--- config.mk ---
export PLATFORM = sky130hd
export DESIGN_NAME = command_port_dma_channel
export DESIGN_NICKNAME = d
export VERILOG_FILES = /design/src/hw/cmd_dma_pkg.sv /design/src/hw/command_port_dma_channel.sv
export VERILOG_INCLUDE_DIRS = /design/src /design/src/hw
export SDC_FILE = /design/constraint.sdc
export NUM_CORES = 1
export LEC_CHECK = 0
export BUFFER_PORTS_ARGS = -buffer_cell sky130_fd_sc_hd__buf_2
export CAP_MARGIN = 25
export CORE_MARGIN = 3
export CORE_UTILIZATION = 40
export CTS_CLUSTER_SIZE = 25
export DETAILED_ROUTE_END_ITERATION = 6
export PLACE_DENSITY = 0.65
export SETUP_SLACK_MARGIN = 0.3
export SYNTH_ARGS = -nofsm -noshare
export SYNTH_HDL_FRONTEND = slang
export SYNTH_SLANG_ARGS = --single-unit
--- constraint.sdc ---
create_clock -name ref_clk -period 6.4 [get_ports ref_clk]
set_input_delay 1.28 -clock ref_clk [delete_from_list [all_inputs] [get_ports ref_clk]]
set_output_delay 1.28 -clock ref_clk [all_outputs]
set_load 0.03 [all_outputs]
--- src/hw/cmd_dma_defs.svh ---
`ifndef CMD_DMA_DEFS_SVH
`define CMD_DMA_DEFS_SVH

`define CMD_DATA_ADDR    16'h1400
`define CMD_STATUS_ADDR  16'h1800
`define CMD_PENDING_BIT  0
`define DMA_WINDOW_BIT   15
`define BUF_DEPTH        2
`define CMD_RESET        8'h00

`endif

--- src/hw/cmd_dma_pkg.sv ---
package cmd_dma_pkg;

  typedef enum logic [2:0] {
    SEQ_CLEAR = 3'b000,
    SEQ_LOAD  = 3'b001,
    SEQ_ACKW  = 3'b010,
    SEQ_ACT   = 3'b011,
    SEQ_WAIT  = 3'b100,
    SEQ_XFER  = 3'b101,
    SEQ_PARK  = 3'b110
  } seq_state_t;

endpackage : cmd_dma_pkg

--- src/hw/command_port_dma_channel.sv ---
// Operation
// - Latch host byte when port address matches with write strobe and output status.
// - Latching sets the pending flag, asserting pending output and a hold request.
// - Local read of 1800H returns the pending flag on bit 0.
// - Local read of 1400H returns the latched command byte.
// - Reading 1400H clears the pending flag and withdraws its hold request.
// - Local accesses in upper 32K become host accesses in lower 32K.
// - Page input redirects accesses to the upper 32K of host memory.
// - Address bit 15 with a strobe low stalls the local processor and requests hold.
// - Idle with priority high and hold line free: pull hold low on phase-2 fall.
// - Host acknowledges hold; device then drives host address and control buses.
// - First stage set: DMA active, data buffers on, direction from read strobe.
// - Next phase-2 fall: wait status high, write strobe low for writes.
// - One period later: host ready is passed to local ready on writes; reads resume on buffered data.
// - Transaction ends with both strobes high; no command pending releases hold.
// - Command pending at end keeps host held and host buses driven, with DMA inactive and wait status low.
// - While held for a command, further transfers skip the acknowledge wait.
// - Priority out low when priority in low or transferring.
// - Defer requests until priority in and hold line are high.
// - Hold and priority out go low together on a phase-2 fall.
// - Priority in low at the next phase-2 fall aborts the request.
// - Priority resolves every request still unacknowledged at a phase-2 fall, whenever it started.
// - Host command port address is any 8-bit value.
`timescale 1ns/100ps
`include "cmd_dma_defs.svh"

module command_port_dma_channel (
  input  wire logic        ref_clk,
  input  wire logic        rst_n,
  input  wire logic        clk_en,
  input  wire logic        host_phi2,
  input  wire logic [7:0]  port_addr,
  input  wire logic [7:0]  host_addr,
  input  wire logic [7:0]  host_data_in,
  input  wire logic        host_write_strobe,
  input  wire logic        host_output_status,
  input  wire logic        host_hold_req_n_in,
  input  wire logic        host_hold_ack,
  input  wire logic        host_ready,
  input  wire logic        priority_in_n,
  input  wire logic [15:0] local_addr,
  input  wire logic        local_mem_read_n,
  input  wire logic        local_mem_write_n,
  input  wire logic [7:0]  local_data_in,
  input  wire logic        page_upper,
  input  wire logic        local_rd_ready,
  output logic             host_hold_req_n_out,
  output logic             host_hold_req_n_oe,
  output logic             host_bus_oe,
  output logic [15:0]      host_addr_out,
  output logic             host_wait_status,
  output logic             host_mem_write_n,
  output logic [7:0]       host_data_out,
  output logic             host_data_oe,
  output logic             priority_out_n,
  output logic             command_pending_n,
  output logic             dma_active,
  output logic             local_ready_in,
  output logic [7:0]       local_data_out,
  output logic             local_data_oe,
  output logic             local_rd_valid
);
  import cmd_dma_pkg::*;

  localparam int ASYNC_W = 31;
  // Reset to the pins' idle levels so no false edge, hold or priority shows after reset
  localparam logic [ASYNC_W-1:0] SYNC_IDLE = {1'b0, 1'b0, 1'b0, 1'b1, 1'b0, 1'b0, 1'b1,
                                               24'h000000};

  logic [ASYNC_W-1:0] sync1;
  logic [ASYNC_W-1:0] sync2;
  logic               phi2_prev;
  logic               load_prev;
  logic               data_rd_prev;
  logic               command_pending;
  logic [7:0]         cmd_byte;
  seq_state_t         state;
  logic               captured;
  logic [7:0]         buf_mem [`BUF_DEPTH];
  logic               buf_wr_ptr;
  logic               buf_rd_ptr;
  logic [1:0]         buf_count;

  logic       phi2_s;
  logic       wr_strobe_s;
  logic       out_status_s;
  logic       hold_line_s;
  logic       hold_ack_s;
  logic       ready_s;
  logic       prio_in_n_s;
  logic [7:0] haddr_s;
  logic [7:0] hdata_s;
  logic [7:0] port_addr_s;

  assign {phi2_s, wr_strobe_s, out_status_s, hold_line_s, hold_ack_s, ready_s,
          prio_in_n_s, haddr_s, hdata_s, port_addr_s} = sync2;

  function automatic logic addr_hit(input logic [15:0] a, input logic [15:0] b);
    return a == b;
  endfunction : addr_hit

  logic phi2_fall;
  logic port_addr_match;
  logic command_load;
  logic cmd_data_sel;
  logic cmd_status_sel;
  logic dma_req;
  logic strobes_idle;
  logic local_read;
  logic in_xfer;
  logic buf_in_ready;
  logic buf_push;
  logic buf_pop;

  assign phi2_fall       = phi2_prev & ~phi2_s;
  assign port_addr_match = haddr_s == port_addr_s;
  assign command_load    = port_addr_match & wr_strobe_s & out_status_s;
  assign local_read      = ~local_mem_read_n;
  assign cmd_data_sel    = local_read & addr_hit(local_addr, `CMD_DATA_ADDR);
  assign cmd_status_sel  = local_read & addr_hit(local_addr, `CMD_STATUS_ADDR);
  assign dma_req         = local_addr[`DMA_WINDOW_BIT] &
                           (~local_mem_read_n | ~local_mem_write_n);
  assign strobes_idle    = local_mem_read_n & local_mem_write_n;
  assign in_xfer         = state == SEQ_ACT || state == SEQ_WAIT || state == SEQ_XFER;

  // Every host pin is foreign to ref_clk; the whole group shares one synchroniser
  always_ff @(posedge ref_clk or negedge rst_n)
  begin
    if (!rst_n)
    begin
      sync1 <= SYNC_IDLE;
      sync2 <= SYNC_IDLE;
    end
    else if (clk_en)
    begin
      sync1 <= {host_phi2, host_write_strobe, host_output_status, host_hold_req_n_in,
                host_hold_ack, host_ready, priority_in_n, host_addr, host_data_in,
                port_addr};
      sync2 <= sync1;
    end
  end

  always_ff @(posedge ref_clk or negedge rst_n)
  begin
    if (!rst_n)
    begin
      phi2_prev    <= 1'b0;
      load_prev    <= 1'b0;
      data_rd_prev <= 1'b0;
    end
    else if (clk_en)
    begin
      phi2_prev    <= phi2_s;
      load_prev    <= command_load;
      data_rd_prev <= cmd_data_sel;
    end
  end

  // Command latch and service-request flag; a load in the clearing cycle wins
  always_ff @(posedge ref_clk or negedge rst_n)
  begin
    if (!rst_n)
    begin
      cmd_byte        <= `CMD_RESET;
      command_pending <= 1'b0;
    end
    else if (clk_en)
    begin
      if (command_load && !load_prev)
      begin
        cmd_byte        <= hdata_s;
        command_pending <= 1'b1;
      end
      else if (cmd_data_sel && !data_rd_prev)
        command_pending <= 1'b0;
    end
  end

  assign command_pending_n = ~command_pending;

  // Sequencer; hold start, abort, stage steps and parked restarts wait for trailing edges of the host phase-2 clock
  always_ff @(posedge ref_clk or negedge rst_n)
  begin
    if (!rst_n)
      state <= SEQ_CLEAR;
    else if (clk_en)
    begin
      unique case (state)
        SEQ_CLEAR:
          if ((dma_req || command_pending) && prio_in_n_s)
            state <= SEQ_LOAD;
        SEQ_LOAD:
          if (!(dma_req || command_pending) || !prio_in_n_s)
            state <= SEQ_CLEAR;
          else if (phi2_fall && hold_line_s)
            state <= SEQ_ACKW;
        SEQ_ACKW:
          if (phi2_fall && !prio_in_n_s && !hold_ack_s)
            state <= SEQ_CLEAR;
          else if (hold_ack_s)
          begin
            if (dma_req)
              state <= SEQ_ACT;
            else if (command_pending)
              state <= SEQ_PARK;
            else
              state <= SEQ_CLEAR;
          end
        SEQ_ACT, SEQ_WAIT, SEQ_XFER:
          if (strobes_idle)
            state <= command_pending ? SEQ_PARK : SEQ_CLEAR;
          else if (phi2_fall && state == SEQ_ACT)
            state <= SEQ_WAIT;
          else if (phi2_fall && state == SEQ_WAIT)
            state <= SEQ_XFER;
        SEQ_PARK:
          if (dma_req && phi2_fall)
            state <= SEQ_ACT;
          else if (!command_pending && !dma_req)
            state <= SEQ_CLEAR;
        default:
          state <= SEQ_CLEAR;
      endcase
    end
  end

  // Hold stays asserted from the request until the transfer or parked hold ends, or until SEQ_ACKW abandons the request
  assign host_hold_req_n_oe  = state != SEQ_CLEAR && state != SEQ_LOAD;
  assign host_hold_req_n_out = 1'b0;
  assign priority_out_n      = ~(~prio_in_n_s | host_hold_req_n_oe);
  assign dma_active          = in_xfer;
  assign host_bus_oe         = in_xfer || state == SEQ_PARK;
  assign host_wait_status    = state == SEQ_WAIT || state == SEQ_XFER;
  assign host_mem_write_n    = ~(host_wait_status & ~local_mem_write_n);
  assign host_data_oe        = in_xfer & local_mem_read_n;

  // Host address and data registered; the stalled local side keeps them steady
  always_ff @(posedge ref_clk or negedge rst_n)
  begin
    if (!rst_n)
    begin
      host_addr_out <= 16'h0000;
      host_data_out <= 8'h00;
    end
    else if (clk_en)
    begin
      host_addr_out <= {page_upper, local_addr[14:0]};
      host_data_out <= local_data_in;
    end
  end

  // Read data buffer: a stalled local reader holds off capture from the host bus
  assign buf_in_ready   = buf_count != 2'(`BUF_DEPTH);
  assign local_rd_valid = buf_count != 2'd0;
  assign buf_push       = state == SEQ_XFER && local_read && !captured && ready_s &&
                          buf_in_ready;
  assign buf_pop        = local_rd_valid & local_rd_ready;

  always_ff @(posedge ref_clk or negedge rst_n)
  begin
    if (!rst_n)
    begin
      buf_wr_ptr <= 1'b0;
      buf_rd_ptr <= 1'b0;
      buf_count  <= 2'd0;
      captured   <= 1'b0;
    end
    else if (clk_en)
    begin
      if (buf_push)
      begin
        buf_mem[buf_wr_ptr] <= hdata_s;
        buf_wr_ptr          <= ~buf_wr_ptr;
      end
      if (buf_pop)
        buf_rd_ptr <= ~buf_rd_ptr;
      buf_count <= 2'(buf_count + {1'b0, buf_push} - {1'b0, buf_pop});
      if (!in_xfer)
        captured <= 1'b0;
      else if (buf_push)
        captured <= 1'b1;
    end
  end

  // Local ready is a handshake; a write resumes on host ready, a read on buffered data
  assign local_ready_in = ~dma_req | (state == SEQ_XFER &
                          (local_read ? local_rd_valid : ready_s));

  always_ff @(posedge ref_clk or negedge rst_n)
  begin
    if (!rst_n)
      local_data_out <= 8'h00;
    else if (clk_en)
    begin
      if (cmd_data_sel)
        local_data_out <= cmd_byte;
      else if (cmd_status_sel)
        local_data_out <= {7'h00, command_pending};
      else if (local_rd_valid)
        local_data_out <= buf_mem[buf_rd_ptr];
    end
  end

  assign local_data_oe = cmd_data_sel | cmd_status_sel | (dma_req & local_read);

  property p_load;
    @(posedge ref_clk) disable iff (!rst_n)
      clk_en && command_load && !load_prev |=> command_pending && cmd_byte == $past(hdata_s);
  endproperty
  a_load: assert property (p_load) else $error("command byte not latched");

  property p_clear;
    @(posedge ref_clk) disable iff (!rst_n)
      clk_en && cmd_data_sel && !data_rd_prev && !(command_load && !load_prev)
      |=> !command_pending && command_pending_n;
  endproperty
  a_clear: assert property (p_clear) else $error("pending not cleared");

  property p_status;
    @(posedge ref_clk) disable iff (!rst_n)
      clk_en && cmd_status_sel && !(command_load && !load_prev)
      |=> local_data_out[`CMD_PENDING_BIT] == command_pending;
  endproperty
  a_status: assert property (p_status) else $error("status bit wrong");

  property p_prio;
    @(posedge ref_clk) disable iff (!rst_n)
      !prio_in_n_s || in_xfer |-> !priority_out_n;
  endproperty
  a_prio: assert property (p_prio) else $error("priority out not low");

  property p_hold_start;
    @(posedge ref_clk) disable iff (!rst_n)
      state == SEQ_LOAD ##1 state == SEQ_ACKW
      |-> $past(phi2_fall) && host_hold_req_n_oe && !priority_out_n;
  endproperty
  a_hold_start: assert property (p_hold_start) else $error("hold start wrong");

  property p_abort;
    @(posedge ref_clk) disable iff (!rst_n)
      clk_en && state == SEQ_ACKW && phi2_fall && !prio_in_n_s && !hold_ack_s
      |=> state == SEQ_CLEAR && !host_hold_req_n_oe;
  endproperty
  a_abort: assert property (p_abort) else $error("abort missed");

  property p_write;
    @(posedge ref_clk) disable iff (!rst_n)
      state == SEQ_WAIT && !local_mem_write_n |-> !host_mem_write_n && host_wait_status;
  endproperty
  a_write: assert property (p_write) else $error("host write strobe missing");

  property p_end;
    @(posedge ref_clk) disable iff (!rst_n)
      clk_en && in_xfer && strobes_idle
      |=> ($past(command_pending) ? state == SEQ_PARK : state == SEQ_CLEAR) && !dma_active;
  endproperty
  a_end: assert property (p_end) else $error("transaction end wrong");

  property p_stall;
    @(posedge ref_clk) disable iff (!rst_n)
      dma_req && state != SEQ_XFER |-> !local_ready_in;
  endproperty
  a_stall: assert property (p_stall) else $error("local processor not stalled");

  property p_ready_pass;
    @(posedge ref_clk) disable iff (!rst_n)
      state == SEQ_XFER && dma_req && !local_read |-> local_ready_in == ready_s;
  endproperty
  a_ready_pass: assert property (p_ready_pass) else $error("host ready not passed");

  property p_defer;
    @(posedge ref_clk) disable iff (!rst_n)
      clk_en && state == SEQ_LOAD && !hold_line_s |=> state != SEQ_ACKW;
  endproperty
  a_defer: assert property (p_defer) else $error("request not deferred");

  property p_park;
    @(posedge ref_clk) disable iff (!rst_n)
      state == SEQ_PARK
      |-> host_hold_req_n_oe && host_bus_oe && !dma_active && !host_wait_status;
  endproperty
  a_park: assert property (p_park) else $error("parked hold wrong");

endmodule : command_port_dma_channel

# Word level (Yosys, flattened, before mapping)
# Memories as Yosys holds them, arrays and structs flattened.
# Cells that the tools add are included.
word_totals:
  register_bits: 114
  mem_bits_rw: 16
  output_inout_bits: 44
  n_memories: 1
memory_table:
  columns: ["memory", "words", "width", "read_ports", "rd_clocked_by_memory_dff", "write_ports", "line", "rtl"]
  rows:
  - ["buf_mem", 2, 8, 1, 0, 1, "command_port_dma_channel.sv:79", "logic [7:0] buf_mem [`BUF_DEPTH];"]
op_classes:
  add_sub_neg: 2
  eq_ne: 17
  mux: 24
  n_bitwise: 27
  n_reduce_logical: 43
op_table:
  columns: ["operator", "n"]
  rows:
  - ["3-bit 2-to-1 mux", 12]
  - ["16-bit by 13-bit equality test with 1-bit output, second input constant", 2]
  - ["8-bit 2-to-1 mux", 3]
  - ["1-bit logical AND", 16]
  - ["3-bit one-hot mux with 5 select lines", 1]
  - ["1-bit bitwise AND", 12]
  - ["2-bit AND reduction", 6]
  - ["1-bit inverter", 10]
  - ["3-bit equality test, second input constant", 3]
  - ["3-bit != test, second input constant", 3]
  - ["8-bit equality test", 1]
  - ["1-bit zero test", 8]
  - ["1-bit 2-to-1 mux", 8]
  - ["3-bit by 2-bit equality test with 1-bit output, second input constant", 2]
  - ["1-bit logical OR", 6]
  - ["6-bit AND reduction", 1]
  - ["3-bit nonzero test", 2]
  - ["1-bit OR", 5]
  - ["2-bit != test, second input constant", 2]
  - ["4-bit != test, second input constant", 1]
  - ["2-bit nonzero test", 2]
  - ["3-bit by 1-bit equality test with 1-bit output, second input constant", 1]
  - ["3-bit zero test", 1]
  - ["3-bit by 1-bit != test with 1-bit output, second input constant", 1]
  - ["4 further kinds", 4]

# Logic depth before layout (Yosys ltp)
# Gate-level depths: netlist of the first run.
depth:
  ltp_word: 9
  ltp_mapped: 10
  depth_no_buf: 9

# Worst setup path after synthesis of the first run
# Ideal clock, no wire load.
synth_timing:
  path_kind: "input -> output"
  start: "in local_mem_read_n"
  end: "out local_data_oe"
  t_arrival_ns: 2.422
  slack_ns: 2.698
  stages: 6
  n_path_buf: 2
  cell_sequence: "buf_6 -> nor4_4 -> nand4_2 -> nand2b_4 -> buf_6 -> o21ai_0"
synth_via:
  elab_chain_cells: 5
  elab_cells_between_ends: 8
  cone_classes: "8 x bitwise"
synth_lines:
  columns: ["item", "line", "rtl"]
  rows:
  - ["start: declaration", "command_port_dma_channel.sv:42", "input wire logic local_mem_read_n,"]
  - ["1-bit inverter *", "command_port_dma_channel.sv:118, command_port_dma_channel.sv:122", null]
  - ["1-bit OR", "command_port_dma_channel.sv:122", "(~local_mem_read_n | ~local_mem_write_n);"]
  - ["1-bit bitwise AND", "command_port_dma_channel.sv:121", "assign dma_req = local_addr[`DMA_WINDOW_BIT] &"]
  - ["1-bit bitwise AND", "command_port_dma_channel.sv:304", "assign local_data_oe = cmd_data_sel | cmd_status_sel | (dma_req & local_read);"]
  - ["1-bit OR *", "command_port_dma_channel.sv:304", null]
  - ["end: declaration", "command_port_dma_channel.sv:60", "output logic local_data_oe,"]
# Mark *: on every way between the ends. The rest lies on a longest branch, timed or not.

# Worst setup path after layout of the first run
layout_timing:
  start: "in local_addr[4]"
  end: "out local_data_oe"
layout_via:
  elab_chain_cells: 4
  elab_cells_between_ends: 6
  cone_classes: "2 x eq/ne; 4 x bitwise"
layout_lines:
  columns: ["item", "line", "rtl"]
  rows:
  - ["start: declaration", "command_port_dma_channel.sv:41", "input wire logic [15:0] local_addr,"]
  - ["16-bit by 13-bit equality test with 1-bit output", "command_port_dma_channel.sv:99", "return a == b;"]
  - ["1-bit bitwise AND, on equally long branches", "command_port_dma_channel.sv:119, command_port_dma_channel.sv:120", null]
  - ["1-bit OR * (2 in a row)", "command_port_dma_channel.sv:304", null]
# Marks and branches as above.

==> metrics.md, run 1 <==
| Metric | Value |
|---|---|
| DR vias/cell | `5.029` |
| WS Path Type | `primary input to output pin` |
| Final number of setup-violating endpoints | `0` |
| #FFs+latches synth | `130` |
| Post-DP Area | `6241 um2` |
| Worst hold-check path type | `flip-flop to flip-flop` |
| Post-route clock period utilization | `61.77%` |
| CP startpoint kind | `primary input` |
| Post-synthesis cell count | `402` |
| Total wire length | `11.08 mm` |
| PortBufs | `104` |
| Max Cap Viol | `0` |
| Commonest cells after routing, fill and taps aside | `dfrtp_1 (110), buf_2 (102), mux2_2 (98)` |
| Grt total ovfl | `0` |
| Top Ports | `106` |
| Synth Flop Type | `dfrtp_1` |
| FFs w/ async S/R, synth | `87.69%` |
| Clock Latency Late Sink | `0.41 ns` |
| Die span in x | `124.1 um` |
| First-pass GRT wire length | `17.71 mm` |
| CTS root buf | `clkbuf_16` |
| Final-report max-slew violation count | `0` |
| Layout cell share with drive strength beyond 1 | `47.22%` |
| Pin count of the biggest net entering global routing | `70` |
| Drt pass-1 iters | `4` |
| VDD IR max | `0.0001994 V` |
| # hold bufs at CTS | `0` |
| Max FO, Critical Path | `9` |
| Area Overhead vs Synth | `21.94%` |
| Fin crit period | `3.953 ns` |
| Num CTS Buffers | `17` |
| Max-slew headroom | `42.60%` |
| Post-CTS Setup Bufs | `0` |
| Die height | `124.1 um` |
| Final nets | `572` |
| Hold Vio Cnt, Final | `0` |
| Initial antenna violation count | `0` |
| Starting DRC count in detailed routing | `245` |
| Gp weighted congestion | `0.8127` |
| Antenna Cells | `0` |
| Via count | `3505` |
| Ys Warns | `0` |
| Worst EP required | `5.12 ns` |
| CTS tree | `yes` |
| Synth Cell Area | `5578 um2` |
| Mean Syn Cell Area | `13.88 um2` |
| Clk sink count | `130` |
| Post-synthesis net count | `466` |
| Core area | `13450 um2` |
| Final Skew | `0.008032 ns` |
| Routed len/inst | `15.89 um` |
| Sequential-to-total area share from yosys stat | `59.85%` |
| CP arrival | `2.67 ns` |
| H-tree depth | `4` |
| GRT Util Overall | `15.12%` |
| P per Cell Area | `375.3 nW/um2` |
| Pleak | `0.003041 uW` |
| RSZ-0062 raised after global routing | `false` |
| Setup TNS | `0 ns` |
| Status | `completed` |
| Max Fclk | `253.0 MHz` |
| Distinct cells, synth | `53` |
| Starting density of the core | `41.46%` |
| Vias in the first global route | `3562` |
| Clock Path Buffers | `2` |
| Setup crit end kind | `output pin` |
| Die Area | `15400 um2` |
| Non-Filler Cell Area, Final | `6802 um2` |
| FP Rows | `42` |
| Antenna viol nets, final | `0` |
| Worst-margin pin slew | `0.8610 ns` |
| Post-route DRC | `0` |
| Post-CTS Resized | `0` |
| EDFF count, synth | `16` |
| Commonest non-fill, non-tap cell in the layout | `dfrtp_1` |
| CTS clock-pin slew for the worst setup and hold paths | `0.05 ns` |
| DP HPWL | `7.590 mm` |
## state kept, by name, indices dropped and copies added, names as in the netlist, 2 cells and up
register	flops
sync1	31
sync2	31
buf_mem	16
host_addr_out	16
cmd_byte	8
host_data_out	8
local_data_out	8
state	3
buf_count	2
## stage by stage
stage                     util [%]  worst slack, ns  power, uW  hold WS [ns]  std cells
final                        50.56            2.447       2553        0.4938        697
after global routing         50.56            2.392       2681        0.5113        697
after CTS                    50.56            2.426       2578        0.4950        697
after detailed placement     46.39            2.475       1664        0.4834        665
after global placement       46.39            2.517       1646        0.4705        665
after floorplan                  -            2.698       1482        0.4544        402
## layer usage
layer,track usage [%],vias to the layer above,wire length (um)
met5,0,-,0
met4,6.708,0,223
met3,4.768,18,603
met2,23.61,87,5484
met1,19.36,1747,4767
li1,-,1653,-
## worst paths after layout
kind / slack (ns) / start / cells past startpoint / to
max in group asynchronous: 4.21 / rst_n / 2 / sync1[16]
worst max register to register: 3.95 / state[2] / 5 / buf_mem[0][4]
min in group asynchronous: 0.88 / rst_n / 1 / sync1[23]
worst min register to register: 0.49 / sync2[8] / 0 / buf_mem[0][0]
worst max-delay path: 2.45 / local_addr[4] / 6 / local_data_oe
worst min-delay path: 0.49 / sync2[8] / 0 / buf_mem[0][0]
## synthesized netlist by cell type, types with 3 or more instances
cell type,count,share of area [%]
a21boi_0,7,0.94
dfstp_2,4,1.9
dfrtp_1,110,49
mux2_2,98,20
nor2_1,11,0.74
a2bb2oi_1,8,1.3
nand3_1,4,0.36
nor3_1,3,0.27
nor2b_1,3,0.34
mux2i_1,8,1.4
inv_1,10,0.67
edfxtp_1,16,8.6
nor4_1,3,0.34
a21oi_1,6,0.54
o21ai_0,10,0.90
buf_2,3,0.27
nand2_1,22,1.5
clkbuf_1,12,0.81
nor3b_1,4,0.54
xnor2_1,4,0.63
nand2b_1,5,0.56
xor2_1,9,1.4
nand3b_1,4,0.54
## kinds of logic after synthesis
group           after synthesis  share of synthesized area, %
flops                       130                         59.85
xor+xnor                     13                         2.041
simple gates                 74                         7.762
mux                         107                         21.49
fa+ha+maj                     2                        0.4486
compound gates               45                         5.855
other cells                   1                       0.06723
buf+inv                      30                         2.490
## worst max-delay path, cell delays in order
cell and delay [ns]:
buf_2 0.11, nor4_1 0.48, nand4_2 0.23, nand2b_4 0.26
o21ai_0 0.10, buf_2 0.22
## where the power goes
group          internal (uW)  switching [uW]  leakage, uW
Sequential               958             112      0.00150
Clock                    574             333     0.000279
Combinational            248             328      0.00126
## cell type report
| type | instances | area [um2] |
|---|---|---|
| well taps | 176 | 220.2 |
| flip-flops and latches | 130 | 3338 |
| repair buffers | 106 | 540.5 |
| clock inverters | 13 | 117.6 |
| fillers | 1212 | 6651 |
| inverters | 11 | 41.29 |
| multi-input cells | 242 | 2101 |
| clock buffers | 19 | 442.9 |
Note: power is estimated with default switching activity, not from simulation.
==> run 2: changes to the inputs <==
Settings changed: PLACE_DENSITY 0.65 to 0.67.
Clock period 6.4 ns to 3.3 ns, I/O delays scaled along.
==> run 2 against run 1 <==
Global-route usage down 0.38 points. Combinational power rose by 94%. Setup slack got worse by 1.8 ns. Critical path depth unchanged. Non-clock buffer count increased by 4. Largest cell class unchanged. Largest power group unchanged. Highest routed layer unchanged.
==> metrics.md, run 2 (synthesized netlist as in run 1, its figures left out) <==
| Metric | Value |
|---|---|
| Status | `completed (unchanged)` |
| Biggest cell delay along the critical path | `0.43 ns (was 0.48 ns)` |
| Commonest non-fill, non-tap cell in the layout | `dfrtp_1 (unchanged)` |
| Die span in x | `124.1 um (unchanged)` |
| Post-CTS Setup Bufs | `0 (unchanged)` |
| Hold Vio Cnt, Final | `0 (unchanged)` |
| Worst-margin pin slew | `0.6033 ns (was 0.8610 ns)` |
| Via count | `3523 (was 3505)` |
| Final-report max-slew violation count | `0 (unchanged)` |
| Final number of setup-violating endpoints | `0 (unchanged)` |
| Post-route DRC | `0 (unchanged)` |
| Final nets | `576 (was 572)` |
| Final setup margin | `0.6438 ns (was 2.447 ns)` |
| Max Cap Viol | `0 (unchanged)` |
| Layout cell share with drive strength beyond 1 | `47.81% (was 47.22%)` |
| Pin count of the biggest net entering global routing | `45 (was 70)` |
| Drt pass-1 iters | `4 (unchanged)` |
| Setup TNS | `0 ns (unchanged)` |
| Worst hold-check path type | `primary input to async pin (was flip-flop to flip-flop)` |
| Max FO, Critical Path | `9 (unchanged)` |
| Clk sink count | `130 (unchanged)` |
| Grt total ovfl | `0 (unchanged)` |
| CTS root buf | `clkbuf_16 (unchanged)` |
| Worst EP required | `2.64 ns (was 5.12 ns)` |
| CTS tree | `yes (unchanged)` |
| Clock Latency Late Sink | `0.40 ns (was 0.41 ns)` |
| Crit path top cell by count | `buf_2 (unchanged)` |
| Delay-heaviest family, CP | `simple AND/OR/NAND/NOR gates (unchanged)` |
| DP HPWL | `7.630 mm (was 7.590 mm)` |
| Setup crit end kind | `output pin (unchanged)` |
| Final Skew | `0.01001 ns (was 0.008032 ns)` |
| Num CTS Buffers | `17 (unchanged)` |
| First-pass GRT wire length | `17.30 mm (was 17.71 mm)` |
| Pleak | `0.003035 uW (was 0.003041 uW)` |
| Post-route clock period utilization | `80.49%` |
| Largest regs | `sync1 (31), sync2 (31) (unchanged)` |
| Setup WS pre-CTS | `0.6451 ns (was 2.475 ns)` |
| H-tree depth | `4 (unchanged)` |
| Utilization after layout | `50.43% (was 50.56%)` |
| Routed len/inst | `15.31 um (was 15.89 um)` |
| Starting DRC count in detailed routing | `242 (was 245)` |
| WS Path Type | `primary input to output pin (unchanged)` |
| Antenna viol nets, final | `0 (unchanged)` |
| Gp weighted congestion | `0.8893 (was 0.8127)` |
| CTS clock-pin slew for the worst setup and hold paths | `0.05 ns (about the same)` |
| Initial antenna violation count | `0 (unchanged)` |
| # hold bufs at CTS | `0 (unchanged)` |
| Area Overhead vs Synth | `21.62% (was 21.94%)` |
| DR vias/cell | `5.026 (was 5.029)` |
| Fin crit period | `2.656 ns` |
| GRT Util Overall | `14.74% (was 15.12%)` |
| Inst Count DP | `669 (was 665)` |
| Filler instances | `1204 (was 1212)` |
| Tot Pwr | `4787 uW (was 2553 uW)` |
| Commonest cells after routing, fill and taps aside | `dfrtp_1 (110), buf_2 (102), mux2_2 (98) (unchanged)` |
| Die height | `124.1 um (unchanged)` |
| PortBufs | `104 (unchanged)` |
| VDD IR max | `0.0004099 V (was 0.0001994 V)` |
| Core area | `13450 um2 (unchanged)` |
| Max-slew headroom | `59.56% (was 42.60%)` |
| Clock Path Buffers | `2 (unchanged)` |
| CP cell instances | `buf_2 > nor4_1 > nand4_2 > nand2b_4 > o21ai_0 > buf_2 (unchanged)` |
| Post-CTS Resized | `0 (unchanged)` |
| Max Fclk | `376.5 MHz` |
| RR Startpoint | `buf_count[1] (was state[2])` |
| CP Buf/Inv Count | `2 (unchanged)` |
| Slowest stage cell, crit path | `nor4_1 (unchanged)` |
| Starting density of the core | `41.46% (unchanged)` |
| Vias in the first global route | `3553 (was 3562)` |
| CP startpoint | `local_addr[4] (unchanged)` |
| Die Area | `15400 um2 (unchanged)` |
| RSZ-0062 raised after global routing | `false (unchanged)` |
| Non-Filler Instances | `701 (was 697)` |
| Antenna Cells | `0 (unchanged)` |
| CP startpoint kind | `primary input (unchanged)` |
| FP Rows | `42 (unchanged)` |
| Total wire length | `10.73 mm (was 11.08 mm)` |
| CP arrival | `2.00 ns (was 2.67 ns)` |
| P per Cell Area | `705.7 nW/um2 (was 375.3 nW/um2)` |
| Top Ports | `106 (unchanged)` |
-- run 2: changes by cell type in the layout (fill, tap and decap cells not counted), sizes merged --
cell,change
buf,+4
clkinvlp,+2
bufinv,-2
-- run 2: cell type report --
type	count	area, um2	share of cell area [%]
clock inverters	13	70.07	1.033
multi-input cells	242	2101	30.97
well taps	176	220.2	3.246
clock buffers	19	442.9	6.529
flip-flops and latches	130	3338	49.21
inverters	11	41.29	0.6086
repair buffers	110	570.5	8.410
-- run 2: worst register-to-register path: stages, from the launching register on --
cell and delay [ns]:
dfrtp_1 0.40, nor2_1 0.27, clkinv_1 0.34, and2_1 0.29, ha_1 0.29, inv_1 0.06, ha_1 0.16, xor2_1 0.16
nand2_1 0.08, xnor2_1 0.13
-- run 2: final timing paths --
kind	endpoint	slack, ns	depth (start not counted)
setup reg to reg	buf_count[1]	1.00	9
hold / removal	host_addr_out[9]	0.21	1
max in group asynchronous	sync1[27]	2.21	2
hold reg to reg	buf_mem[0][6]	0.49	0
min in group ref_clk	sync1[10]	0.48	2
setup / recovery	local_data_oe	0.64	6
-- run 2: per-layer routing --
metal	part of all wire (%)	wire, um	track usage, %	vias to the layer above
met5	0	0	0	-
met4	1.0	110	4.860	0
met3	5.4	579	5.359	9
met2	49	5275	23.24	81
met1	44	4766	18.94	1766
li1	-	-	-	1667
-- run 2: power breakdown --
group          internal (uW)  leakage (uW)  switching [uW]
Clock                    959      0.000253             640
Combinational            484       0.00128             632
Sequential              1860       0.00150             214
Total                   3300       0.00303            1490
-- run 2: through the flow --
step,cell area (um2),hold WS [ns]
6_report,6784,0.2051
5_1_grt,6784,0.2154
4_1_cts,6784,0.2008
3_5_place_dp,6271,0.4772
3_3_place_gp,6271,0.4695
2_1_floorplan,5578,0.3644
==> run 3: changes to the inputs <==
Clock period 3.3 ns to 2.21 ns, I/O delays scaled along.
==> run 3 against run 2 <==
Design area up 7.6%. Flip-flop and latch count unchanged. Clock skew down 0.0032 ns. Setup slack worse by 0.41 ns. Sequential power up 47%. Highest routed layer is now met5. First-iteration DRC count down 21%. Global-route usage up 1.5 points.
==> metrics.md, run 3 (synthesized netlist as in run 1, its figures left out) <==
| Metric | Value |
|---|---|
| RSZ-0062 raised after global routing | `true (was false)` |
| Post-route DRC | `0 (unchanged)` |
| Pleak | `0.003259 uW (was 0.003035 uW)` |
| Vias in the first global route | `3807 (was 3553)` |
| Pin count of the biggest net entering global routing | `111 (was 45)` |
| Setup WS pre-CTS | `0.07036 ns (was 0.6451 ns)` |
| CP startpoint kind | `flip-flop (was primary input)` |
| Setup crit end kind | `output pin (unchanged)` |
| Final nets | `608 (was 576)` |
| Antenna Cells | `0 (unchanged)` |
| Hold path cells | `2` |
| Initial antenna violation count | `2 (was 0)` |
| Most used routing layer | `met2 (unchanged)` |
| Final number of setup-violating endpoints | `0 (unchanged)` |
| Total wire length | `11.71 mm (was 10.73 mm)` |
| Reg2reg path depth | `9 (unchanged)` |
| CP arrival | `1.54 ns (was 2.00 ns)` |
| CTS tree | `yes (unchanged)` |
| Max-slew headroom | `60.55% (was 59.56%)` |
| Utilization after layout | `54.26% (was 50.43%)` |
| Grt total ovfl | `0 (unchanged)` |
| WS Path Type | `flip-flop to output pin (was primary input to output pin)` |
| H-tree depth | `4 (unchanged)` |
| P per Cell Area | `1077 nW/um2 (was 705.7 nW/um2)` |
| M3 GR Usage | `5.631% (was 5.359%)` |
| Final Skew | `0.006800 ns (was 0.01001 ns)` |
| Clock Path Buffers | `2 (unchanged)` |
| Fin crit period | `1.977 ns` |
| Area Overhead vs Synth | `30.87% (was 21.62%)` |
| Antenna viol nets, final | `0 (unchanged)` |
| Layout cell share with drive strength beyond 1 | `54.40% (was 47.81%)` |
| Max Cap Viol | `0 (unchanged)` |
| Worst hold-check path type | `primary input to flip-flop (was primary input to async pin)` |
| Max Fclk | `505.7 MHz` |
| Die Area | `15400 um2 (unchanged)` |
| Starting density of the core | `41.46% (unchanged)` |
| GRT Util Overall | `16.28% (was 14.74%)` |
| Routed len/inst | `15.98 um (was 15.31 um)` |
| Drt pass-1 iters | `4 (unchanged)` |
| Met1 global-route usage | `19.97% (was 18.94%)` |
| Via count | `3698 (was 3523)` |
| Crit path top cell by count | `buf_6 (was buf_2)` |
| Gp weighted congestion | `0.8242 (was 0.8893)` |
| Worst EP required | `1.77 ns (was 2.64 ns)` |
| Biggest cell delay along the critical path | `0.44 ns (was 0.43 ns)` |
| Die height | `124.1 um (unchanged)` |
| Final setup margin | `0.2326 ns (was 0.6438 ns)` |
| Hold Vio Cnt, Final | `0 (unchanged)` |
| Met2 Usage GRT | `26.79% (was 23.24%)` |
| Setup TNS | `0 ns (unchanged)` |
| Multi-input gate area | `2231 um2 (was 2101 um2)` |
| Clock Latency Late Sink | `0.41 ns (was 0.40 ns)` |
| FP Rows | `42 (unchanged)` |
| CP cell instances | `nand3b_1 > buf_6 > nand2_4 > and2_4 > buf_6 (was buf_2 > nor4_1 > nand4_2 > nand2b_4 > o21ai_0 > buf_2)` |
| Post-route clock period utilization | `89.48%` |
| Starting DRC count in detailed routing | `191 (was 242)` |
| CTS clock-pin slew for the worst setup and hold paths | `0.05 ns (about the same)` |
| Die span in x | `124.1 um (unchanged)` |
| PortBufs | `104 (unchanged)` |
| Commonest non-fill, non-tap cell in the layout | `dfrtp_1 (unchanged)` |
| Worst-margin pin slew | `0.5917 ns (was 0.6033 ns)` |
| Max FO, Critical Path | `4 (was 9)` |
| Status | `completed (unchanged)` |
| CTS root buf | `clkbuf_16 (unchanged)` |
| Core area | `13450 um2 (unchanged)` |
| Largest regs | `sync1 (31), sync2 (31) (unchanged)` |
| Sequential Area | `3343 um2 (was 3338 um2)` |
| VDD IR max | `0.0005433 V (was 0.0004099 V)` |
| Clk sink count | `130 (unchanged)` |
| Filler instances | `1181 (was 1204)` |
| DR vias/cell | `5.045 (was 5.026)` |
| Final-report max-slew violation count | `0 (unchanged)` |
| DP HPWL | `7.904 mm (was 7.630 mm)` |
| Slowest stage cell, crit path | `dfrtp_2 (was nor4_1)` |
| First-pass GRT wire length | `18.98 mm (was 17.30 mm)` |
| Top Ports | `106 (unchanged)` |
| Num CTS Buffers | `17 (unchanged)` |
| Commonest cells after routing, fill and taps aside | `dfrtp_1 (106), mux2_2 (97), buf_2 (93) (was dfrtp_1 (110), buf_2 (102), mux2_2 (98))` |
-- run 3: cell types whose count changed in the layout (fill, tap and decap cells not counted), moves of 4 or more --
| cell | change |
|---|---|
| buf_6 | +11 |
| clkinv_2 | -4 |
| nor2_1 | -4 |
| buf_4 | +27 |
| dfrtp_1 | -4 |
| buf_2 | -9 |
| clkbuf_1 | +5 |
| dfrtp_2 | +4 |
-- run 3: through the flow --
step	std cells	power (uW)	area (um2)	hold WS, ns
detailed placement	682	4879	6399	0.2779
CTS	729	7830	7183	0.2416
finish	733	7861	7300	0.2634
global route	733	8255	7300	0.2475
floorplan	402	4310	5595	0.1464
global placement	682	4823	6399	0.2724
-- run 3: final timing paths --
kind | from | to | slack (ns)
max | state[2] | host_data_oe | 0.23
min | host_hold_ack | sync1[26] | 0.26
max reg2reg | state[1] | buf_count[1] | 0.28
min reg2reg | sync1[24] | sync2[24] | 0.49
max in group asynchronous | rst_n | state[0] | 0.93
min in group asynchronous | rst_n | local_data_out[1] | 0.42
-- run 3: report_power, final --
part | leakage (uW) | switching, uW | internal [uW]
Combinational | 0.00148 | 1150 | 991
Clock | 0.000282 | 934 | 1740
Sequential | 0.00150 | 262 | 2780
Total | 0.00326 | 2340 | 5520
-- run 3: critical path, delay by kind of cell (launching register included) --
kind | cells | cell delay (ns)
DFF | 1 | 0.44
buffers and inverters | 2 | 0.28
and+or+nand+nor | 3 | 0.41
-- run 3: area by class of cell --
cell class,count,area share (%)
Timing Repair Buffer,142,12.19
Tap cell,176,3.017
Inverter,11,0.6342
Clock inverter,6,1.097
Clock buffer,26,6.702
Multi-Input combinational cell,242,30.56
Sequential cell,130,45.80
-- run 3: repair_timing --
action | CTS | global route
resized for setup | 27 | 26
setup buffers | 14 | 4
pin swaps | 5 | 8
hold buffers | 1 | 0
endpoints found under the setup margin | 28 | 35
endpoints found under the hold margin | 4 | 0
-- run 3: metal layers --
metal  vias up  share of wire [%]
met5         -               0.23
met4         4                1.3
met3        16                6.2
met2       103                 50
met1      1848                 42
li1       1727                  -
